==> src/rtl/pcsd_pkg.sv <==
// Package for the paged memory chip select decoder: address map and select layout
package pcsd_pkg;

  // ----------------------------------------------------------------
  // Address map (16-bit host space)
  // ----------------------------------------------------------------
  localparam logic [15:0] PCSD_CTRL_LO   = 16'h2800;
  localparam logic [15:0] PCSD_CTRL_HI   = 16'h28FF;
  localparam logic [15:0] PCSD_SRAM_LO   = 16'h2000;
  localparam logic [15:0] PCSD_SRAM_HI   = 16'h27FF;
  localparam logic [15:0] PCSD_ROM3_LO   = 16'hC000;
  localparam logic [15:0] PCSD_ROM3_HI   = 16'hFFFF;
  localparam logic [15:0] PCSD_ROM2_LO   = 16'h8000;
  localparam logic [15:0] PCSD_ROM2_HI   = 16'hBFFF;
  localparam logic [15:0] PCSD_WIN_LO    = 16'h4000;
  localparam logic [15:0] PCSD_WIN_HI    = 16'h7FFF;
  localparam logic [15:0] PCSD_HOSTIO_LO = 16'h1000;
  localparam logic [15:0] PCSD_HOSTIO_HI = 16'h1FFF;

  // Address lines routed to the decoder: 15..8 and 1..0
  localparam logic [15:0] PCSD_ADDR_USED = 16'hFF03;

  // Page numbers of the two window blocks
  localparam logic [3:0]  PCSD_PAGE_ROM0 = 4'h0;
  localparam logic [3:0]  PCSD_PAGE_ROM1 = 4'h1;

  // Width of the control block register offset
  localparam int          PCSD_OFS_W     = 8;

  // Number of EPROM blocks
  localparam int          PCSD_NUM_ROM   = 4;

  // ----------------------------------------------------------------
  // Carriers
  // ----------------------------------------------------------------
  // Host bus cycle as seen at the device pins
  typedef struct packed {
    logic [15:0] host_address_group;
    logic        wr;    // Host read/write line
    logic        rd;    // Host E strobe
  } pcsd_bus_t;

  // Four page register output bits
  typedef struct packed {
    logic page_bit_3;
    logic page_bit_2;
    logic page_bit_1;
    logic page_bit_0;
  } pcsd_page_t;

  // Decoded selects
  typedef struct packed {
    logic                    ctrl_select;
    logic                    sram_select;
    logic [PCSD_NUM_ROM-1:0] rom_select;   // Bit n is rom_blockn_select
  } pcsd_sel_t;

endpackage : pcsd_pkg

==> src/rtl/pcsd_decoder.sv <==
// Paged memory chip select decoder: combinational selects for a host bus
`timescale 1ns/100ps
module pcsd_decoder (
  // Clock and reset (assertion sampling only)
  input  wire logic                clk_i,
  input  wire logic                rst_b_i,
  // Host bus
  input  wire pcsd_pkg::pcsd_bus_t bus_i,
  // Paging
  input  wire pcsd_pkg::pcsd_page_t page_i,
  input  wire logic                host_expansion_line_i,
  input  wire logic                expansion_mode_i,
  // Selects
  output wire pcsd_pkg::pcsd_sel_t sel_o,
  output wire logic [7:0]          ctrl_offset_o,
  output wire logic                ctrl_read_o,
  output wire logic                ctrl_write_o
);
  import pcsd_pkg::*;

  // ----------------------------------------------------------------
  // Range hits
  // ----------------------------------------------------------------
  wire logic [15:0] addr;
  wire logic        hit_ctrl;
  wire logic        hit_sram;
  wire logic        hit_rom3;
  wire logic        hit_rom2;
  wire logic        hit_win;
  wire logic [3:0]  page_val;
  wire logic        pick_blk1;
  wire logic        pick_blk0;

  assign addr = bus_i.host_address_group;

  pcsd_range #(.LO(PCSD_CTRL_LO), .HI(PCSD_CTRL_HI)) u_ctrl (
    .addr_i (addr),
    .hit_o  (hit_ctrl)
  );
  pcsd_range #(.LO(PCSD_SRAM_LO), .HI(PCSD_SRAM_HI)) u_sram (
    .addr_i (addr),
    .hit_o  (hit_sram)
  );
  pcsd_range #(.LO(PCSD_ROM3_LO), .HI(PCSD_ROM3_HI)) u_rom3 (
    .addr_i (addr),
    .hit_o  (hit_rom3)
  );
  pcsd_range #(.LO(PCSD_ROM2_LO), .HI(PCSD_ROM2_HI)) u_rom2 (
    .addr_i (addr),
    .hit_o  (hit_rom2)
  );
  // Paged window range, unrouted bits masked inside
  pcsd_range #(.LO(PCSD_WIN_LO), .HI(PCSD_WIN_HI)) u_win (
    .addr_i (addr),
    .hit_o  (hit_win)
  );

  // ----------------------------------------------------------------
  // Window paging
  // ----------------------------------------------------------------
  // Four page bits form one value
  assign page_val = {page_i.page_bit_3, page_i.page_bit_2,
                     page_i.page_bit_1, page_i.page_bit_0};

  // Choice of window block from the paging inputs; one function serves
  // both blocks, so the two selects cannot drift apart when paging changes
  function automatic logic win_pick(input logic       blk1,
                                    input logic       md,
                                    input logic       xl,
                                    input logic [3:0] pv);
    logic pick;
    if (md) begin
      pick = blk1 ? xl : !xl;
    end else begin
      pick = (pv == (blk1 ? PCSD_PAGE_ROM1 : PCSD_PAGE_ROM0));
    end
    return pick;
  endfunction

  // Expansion line overrides page register in that mode
  assign pick_blk1 = win_pick(1'b1, expansion_mode_i, host_expansion_line_i, page_val);
  assign pick_blk0 = win_pick(1'b0, expansion_mode_i, host_expansion_line_i, page_val);

  // ----------------------------------------------------------------
  // Select outputs
  // ----------------------------------------------------------------
  // Ranges are disjoint so selects never overlap
  assign sel_o.ctrl_select   = hit_ctrl;
  assign sel_o.sram_select   = hit_sram;
  assign sel_o.rom_select[3] = hit_rom3;
  assign sel_o.rom_select[2] = hit_rom2;
  // Block one on page one, or expansion line high
  assign sel_o.rom_select[1] = hit_win && pick_blk1;
  // Block zero on page zero, or expansion line low
  assign sel_o.rom_select[0] = hit_win && pick_blk0;

  // ----------------------------------------------------------------
  // Control block access
  // ----------------------------------------------------------------
  // Register offset is the low address byte
  assign ctrl_offset_o = addr[PCSD_OFS_W-1:0];

  // Host E qualifies both reads and writes, read/write line picks direction
  // E is the only timing reference here, so both strobes follow its level
  assign ctrl_read_o  = hit_ctrl && bus_i.rd && bus_i.wr;
  assign ctrl_write_o = hit_ctrl && bus_i.rd && !bus_i.wr;

  // ----------------------------------------------------------------
  // Checks
  // ----------------------------------------------------------------
  // Number of selects raised at once; four bits hold all six selects,
  // and the overlap and quiet checks below all read it
  wire logic [3:0] rom_cnt;
  assign rom_cnt = 4'(sel_o.rom_select[0]) + 4'(sel_o.rom_select[1])
                 + 4'(sel_o.rom_select[2]) + 4'(sel_o.rom_select[3])
                 + 4'(sel_o.ctrl_select) + 4'(sel_o.sram_select);

  a_ctrl_range: assert property (@(posedge clk_i) disable iff (!rst_b_i)
    sel_o.ctrl_select == (addr[15:8] == 8'h28))
    else $error("control select does not match its range");
  a_sram_range: assert property (@(posedge clk_i) disable iff (!rst_b_i)
    sel_o.sram_select == (addr[15:11] == 5'b0010_0))
    else $error("sram select does not match its range");
  a_rom3_range: assert property (@(posedge clk_i) disable iff (!rst_b_i)
    sel_o.rom_select[3] == (addr[15:14] == 2'b11))
    else $error("block three select wrong");
  a_rom2_range: assert property (@(posedge clk_i) disable iff (!rst_b_i)
    sel_o.rom_select[2] == (addr[15:14] == 2'b10))
    else $error("block two select wrong");
  a_rom1_page: assert property (@(posedge clk_i) disable iff (!rst_b_i)
    (!expansion_mode_i && addr[15:14] == 2'b01) |->
      (sel_o.rom_select[1] == (page_val == 4'h1)))
    else $error("block one select ignores page");
  a_rom0_page: assert property (@(posedge clk_i) disable iff (!rst_b_i)
    (!expansion_mode_i && addr[15:14] == 2'b01) |->
      (sel_o.rom_select[0] == (page_val == 4'h0)))
    else $error("block zero select ignores page");
  a_xpan_pick: assert property (@(posedge clk_i) disable iff (!rst_b_i)
    (expansion_mode_i && addr[15:14] == 2'b01) |->
      (sel_o.rom_select[1] == host_expansion_line_i &&
       sel_o.rom_select[0] == !host_expansion_line_i))
    else $error("expansion line pick wrong");
  a_hostio_free: assert property (@(posedge clk_i) disable iff (!rst_b_i)
    (addr[15:12] == 4'h1) |-> (rom_cnt == 4'h0))
    else $error("select raised in host io range");
  a_sel_onehot: assert property (@(posedge clk_i) disable iff (!rst_b_i)
    rom_cnt <= 4'h1)
    else $error("selects overlap");
  a_no_state: assert property (@(posedge clk_i) disable iff (!rst_b_i)
    $stable(addr) && $stable(page_val) && $stable(expansion_mode_i)
      && $stable(host_expansion_line_i) |-> $stable(sel_o))
    else $error("selects changed without an input change");

  // Offset plus base gives back the host address inside the block
  a_ofs_base: assert property (@(posedge clk_i) disable iff (!rst_b_i)
    sel_o.ctrl_select |-> (PCSD_CTRL_LO + {8'h00, ctrl_offset_o}) == addr)
    else $error("control offset does not rebuild the address");
  // Offset spans the whole 256 byte block
  a_ofs_byte: assert property (@(posedge clk_i) disable iff (!rst_b_i)
    ctrl_offset_o == addr[7:0])
    else $error("control offset is not the low address byte");
  // Outside expansion mode, page values above one open neither window block
  a_page_word: assert property (@(posedge clk_i) disable iff (!rst_b_i)
    (!expansion_mode_i && addr[15:14] == 2'b01
      && {page_i.page_bit_3, page_i.page_bit_2, page_i.page_bit_1, page_i.page_bit_0} > 4'h1)
      |-> (sel_o.rom_select[1:0] == 2'b00))
    else $error("window opened on a page above one");
  // Address bits 7..2 alone never move a select
  a_mask_bits: assert property (@(posedge clk_i) disable iff (!rst_b_i)
    $stable(addr[15:8]) && $stable(addr[1:0]) && $stable(page_val)
      && $stable(expansion_mode_i) && $stable(host_expansion_line_i) |-> $stable(sel_o))
    else $error("select followed an unrouted address bit");
  // Strobes only inside the control block, while E is high, never both
  a_ctrl_strobe: assert property (@(posedge clk_i) disable iff (!rst_b_i)
    (ctrl_read_o || ctrl_write_o) |-> (sel_o.ctrl_select && bus_i.rd
      && (ctrl_read_o == bus_i.wr) && (ctrl_write_o == !bus_i.wr)))
    else $error("control strobe outside a qualified cycle");
  // Low space and the gap above the control block stay unselected
  a_gap_quiet: assert property (@(posedge clk_i) disable iff (!rst_b_i)
    (addr[15:13] == 3'b000 || (addr[15:14] == 2'b00 && addr[13:8] > 6'h28))
      |-> (rom_cnt == 4'h0))
    else $error("select raised outside every mapped range");
  // Upper half always hits exactly one fixed block, any page
  a_upper_one: assert property (@(posedge clk_i) disable iff (!rst_b_i)
    addr[15] |-> (sel_o.rom_select[3] != sel_o.rom_select[2]) && rom_cnt == 4'h1)
    else $error("upper half not covered by one fixed block");
  // A window hit on page zero or one raises exactly one block
  a_win_one: assert property (@(posedge clk_i) disable iff (!rst_b_i)
    (hit_win && (expansion_mode_i || page_val <= 4'h1)) |-> (rom_cnt == 4'h1))
    else $error("window hit did not raise exactly one block");

  // ----------------------------------------------------------------
  // Per-block quadrant checks
  // ----------------------------------------------------------------
  // Each EPROM block may only answer inside its own 16K quadrant; the
  // two window blocks share quadrant one
  for (genvar gi = 0; gi < PCSD_NUM_ROM; gi++) begin : g_rom_quad
    localparam logic [1:0] QUAD = (gi < 2) ? 2'b01 : 2'(gi);
    a_rom_quad: assert property (@(posedge clk_i) disable iff (!rst_b_i)
      sel_o.rom_select[gi] |-> (addr[15:14] == QUAD))
      else $error("EPROM block select outside its quadrant");
  end

endmodule // pcsd_decoder

==> src/rtl/pcsd_range.sv <==
// Inclusive address range comparator on the routed address lines
`timescale 1ns/100ps
module pcsd_range #(
  parameter logic [15:0] LO = 16'h0000,
  parameter logic [15:0] HI = 16'hFFFF
) (
  // Address in
  input  wire logic [15:0] addr_i,
  // Match out
  output wire logic        hit_o
);
  import pcsd_pkg::*;

  // Unrouted lines forced to don't-care by masking both sides
  wire logic [15:0] addr_m;
  wire logic [15:0] lo_m;
  wire logic [15:0] hi_m;

  // Only routed lines reach the compare
  // Masking keeps the compare exact for ranges aligned on routed bits
  assign addr_m = addr_i & PCSD_ADDR_USED;
  assign lo_m   = LO & PCSD_ADDR_USED;
  assign hi_m   = HI & PCSD_ADDR_USED;
  assign hit_o  = (addr_m >= lo_m) && (addr_m <= hi_m);

endmodule // pcsd_range

==> config.mk <==
export PLATFORM = sky130hd
export DESIGN_NAME = pcsd_decoder
export DESIGN_NICKNAME = d
export VERILOG_FILES = /design/src/rtl/pcsd_pkg.sv /design/src/rtl/pcsd_decoder.sv /design/src/rtl/pcsd_range.sv
export SDC_FILE = /design/constraint.sdc
export NUM_CORES = 1
export LEC_CHECK = 0
export ABC_AREA = 1
export BUFFER_PORTS_ARGS = -buffer_cell sky130_fd_sc_hd__buf_4
export CAP_MARGIN = 25
export CORE_AREA = 2 2 39 41
export DETAILED_ROUTE_END_ITERATION = 7
export DIE_AREA = 0 0 41 43
export GPL_ROUTABILITY_DRIVEN = 0
export RECOVER_POWER = 100
export SYNTH_ARGS = -nofsm -noshare
export SYNTH_HDL_FRONTEND = slang
export SYNTH_SLANG_ARGS = --single-unit
==> constraint.sdc <==
create_clock -name vclk -period 0.8
set_input_delay 0.04 -clock vclk [all_inputs]
set_output_delay 0.04 -clock vclk [all_outputs]
set_load 0.01 [all_outputs]
=== Yosys cells after proc, flatten, opt, wreduce, memory -nomap -nowiden ===
Index checks and enable logic that the tools add are counted.

* Register bits after elaboration: 0
* Bits of input ports: 26
* Output and inout bits: 16

* Order comparisons: 10
* Equal/unequal tests: 1
* Multiplexer cells: 2
* Reductions and logical operators: 13

{| class="wikitable"
|+ Operator list
! operator !! count
|-
| >= comparator 16 x 14 -> 1 bit (second input constant) || 2
|-
| >= comparator 16 bit (second input constant) || 2
|-
| <= comparator 16 x 14 -> 1 bit (second input constant) || 2
|-
| <= comparator 16 bit (second input constant) || 2
|-
| >= comparator 16 x 15 -> 1 bit (second input constant) || 1
|-
| <= comparator 16 x 15 -> 1 bit (second input constant) || 1
|-
| logical AND 1 bit || 10
|-
| equality test 4 x 1 -> 1 bit (second input constant) || 1
|-
| zero test 4 bit || 1
|-
| zero test 1 bit || 2
|-
| two-way mux 1 bit || 2
|}

=== Longest topological paths before layout ===
* Depth in word-level cells: 4
* Mapped depth: 6

=== Hierarchy ===
From an unflattened synthesis, not the netlist that was laid out.

* Cell total of the unflattened synthesis: 48
* Area, all modules: 250.2 µm²

{| class="wikitable"
|+ Modules (own cells, without submodules)
! module !! times used !! cells each !! area an instance (µm²) !! sequential area each (µm²)
|-
| pcsd_decoder || 1 || 28 || 167.7 || 0.0
|-
| pcsd_range at u_ctrl || 1 || 8 || 32.5 || 0.0
|-
| pcsd_range at u_sram || 1 || 6 || 22.5 || 0.0
|-
| pcsd_range at u_rom2 ... || 2 || 2 || 10.0 || 0.0
|-
| pcsd_range at u_rom3 || 1 || 2 || 7.5 || 0.0
|}

=== Worst setup path before layout ===
No wires, ideal clock.

* Path type: in2out
* Start point: in bus_i[14] (netlist name)
* End point: out sel_o[5] (netlist name)
* Arrival time: 0.527 ns
* Data required time: 0.760 ns
* Path slack: 0.233 ns
* Stages: 6
* Buffers on the path: 1
* Cells stage by stage: inv_1 > nand2_4 > nor2_4 > inv_2 > nor3_2 > buf_4

* Word-level cells in the longest chain between the ends: 2
* Elaborated cells on any way between the ends: 3
* Classes of those cells: order compare (2); reduce/logical (1)

{| class="wikitable"
|+ Ends and longest elaborated chain
! element !! RTL line !! text
|-
| from (decl) || pcsd_decoder.sv:8 || <nowiki>input wire pcsd_pkg::pcsd_bus_t bus_i,</nowiki>
|-
| >= comparator 16 x 14 -> 1 bit or <= comparator 16 x 14 -> 1 bit (tied branches) || pcsd_range.sv:24 || <nowiki>assign hit_o = (addr_m >= lo_m) && (addr_m <= hi_m);</nowiki>
|-
| logical AND 1 bit (*) || pcsd_range.sv:24 ||
|-
| to (decl) || pcsd_decoder.sv:14 || <nowiki>output wire pcsd_pkg::pcsd_sel_t sel_o,</nowiki>
|}

Every way passes the cells marked *; elsewhere a longest branch is shown, timed or not.

=== Final worst setup path ===
* Start point: in bus_i[12] (netlist name)
* End point: out ctrl_read_o

* Word-level cells in the longest chain between the ends: 4
* Elaborated cells on any way between the ends: 5
* Classes of those cells: order compare (2); reduce/logical (3)

{| class="wikitable"
|+ Ends and longest elaborated chain
! element !! RTL line !! text
|-
| >= comparator 16 x 14 -> 1 bit or <= comparator 16 x 14 -> 1 bit (tied branches) || pcsd_range.sv:24 ||
|-
| logical AND 1 bit (*) || pcsd_range.sv:24 ||
|-
| logical AND 1 bit (*) (2 in series) || pcsd_decoder.sv:105 || <nowiki>assign ctrl_read_o = hit_ctrl && bus_i.rd && bus_i.wr;</nowiki>
|-
| to (decl) || pcsd_decoder.sv:16 || <nowiki>output wire logic ctrl_read_o,</nowiki>
|}

Marked as above.

==> metrics.cfg <==
[critical_path]
crit_buf_inv = 3
arrival_ps = 680
slowest_stage = nor2_2
cp-start-kind = input pin
worstSetupPathType = in -> out
end_kind = primary output
path_cells = buf_4 -> inv_1 -> nand2_1 -> nor2_2 -> nand3_2 -> nor2_1 -> buf_4
required_ps = 760
path_common_cell = buf_4
crit_family = simple AND/OR/NAND/NOR gates
cp_max_fo = 2
max_stage_delay_ps = 120

[global_route]
grt_pass1_wl_um = 683
track_usage = 0.0500
grt_pass1_vias = 190
grt_overflow = 0
busiest_layer = met2
antenna_found_initial = 0
met3_usage = 0
grt_max_degree = 6
use_met2 = 0.0906
grt_util_met1 = 0.0601

[placement]
port_buffers = 24
placed_cell_area_sq_um = 364
dp_cells = 74
dp_hpwl_um = 412

[yosys]
synth.area.top_cells = buf_4, inv_1, nor2_1
synth_cell_types = 13
syn_nets = 72
synth_area_leader_cell = buf_4
syn_avg_cell_area_sq_um = 5.52
ys_warn_count = 0
synthesis.area_sq_um = 254
yosysTopAreaCellShare = 0.355
postSynthCellCount = 46
yosysSeqAreaShare = 0

[worst_hold_path]
whs_path_depth = 0
hold_path.class = in -> out
min_from = bus_i[4]
whs_endpoint = ctrl_offset_o[2]

[final_layout]
design.seq.count = 0
antennaDiodeCount = 0
final_util = 0.251
nClkBuffers = 0
mostFrequentLayoutCells = buf_4, inv_1, nor2_1
n_fill_cell = 168
drive_gt1_frac = 0.483
nNetsFinal = 86
fin_area_sq_um = 348
area_growth_pct = 36.9
regArea_sq_um = 0
mostFrequentLayoutCell = buf_4
final_cells = 74

[timing]
post-route-period-util = 0.900
whs_ps = 80.0
fin_crit_ps = 720
clock.fmax_mhz = 1390
rsz0062_at_grt = false
slew_viol_final = 0
setup_viol = 0
max_slew.worst_pin.slew_ps = 137
setup_tns_ps = 0
finalHoldViolCount = 0
slew_headroom = 0.909

[die]
die_w_um = 41
num_rows = 14
num_io_pins = 42
die_area_sq_um = 1760
start_util = 0.184
die_h_um = 43
coreArea_sq_um = 1380

[routing]
vias_per_cell = 3.47
ant_nets = 0
firstDrtPassIters = 2
drt_first_iter_violations = 1
drcViolationCount = 0
vias = 257
wire_per_inst_um = 5.81
totalWireLength_um = 430

[power_and_ir_drop]
powerDensity_nw_per_um2 = 363
ir_worst_vdd_mv = 0.0774
leakage_nw = 0.197

[outcome]
status = completed

[flow_run]
max_cap_violations = 0

[cts]
holdBufCountCts = 0

per-stage QoR:
step / setup WS [ps] / power, mW
2_1_floorplan: 233 / 0.0975
3_5_place_dp: 40.2 / 0.133
3_3_place_gp: 72.7 / 0.132
4_1_cts: 41.5 / 0.133
5_1_grt: 4.57 / 0.141
6_report: 79.9 / 0.126
layer usage:
layer	up-vias	part of all wire
met3	2	0.16
met4	0	0.012
met1	94	0.33
li1	145	-
met2	16	0.49
met5	-	0
repair_timing:
action,4_1_cts,5_1_grt
hold endpoints to repair,0,0
setup endpoints to repair,0,1
gates resized for setup,0,1
buffers inserted,0,0
how the worst max path moves through the flow:
stage,start,to,slack [ps],cells after the start
after floorplan,bus_i[14],sel_o[5],230,6
after global placement,bus_i[12],ctrl_write_o,70,7
after detailed placement,bus_i[12],ctrl_read_o,40,7
after CTS,bus_i[12],ctrl_read_o,40,7
after global routing,page_i[3],sel_o[1],5,5
final,bus_i[12],ctrl_read_o,80,7
cells in the mapped netlist:
cell      number
nand3_2        1
buf_4         12
nand2_4        1
inv_2          2
clkinv_2       1
inv_1          8
nand3_1        2
nand2_2        1
nor3_2         1
nor2_1         8
nor2_4         1
a21oi_1        2
nand2_1        6
cell families (layout without fill, tap and decap cells):
kind of cell	Yosys count	count (layout)	synth area share
buffers and inverters	23	35	0.522
AND/OR/NAND/NOR	21	21	0.438
AO/OA/AOI/OAI	2	2	0.0394
cell type report:
class | count | area (sq um) | area share
inverters | 11 | 42.5 | 0.122
multi-input cells | 23 | 124 | 0.356
well taps | 16 | 20.0 | 0.0576
repair buffers | 24 | 161 | 0.464
power by group:
| part | total, mW | switching (mW) | internal (mW) |
|---|---|---|---|
| Sequential | 0 | 0 | 0 |
| Clock | 0 | 0 | 0 |
| Combinational | 0.126 | 0.0541 | 0.0720 |
| Total | 0.126 | 0.0541 | 0.0720 |
Power figures use the tool's default switching activity.
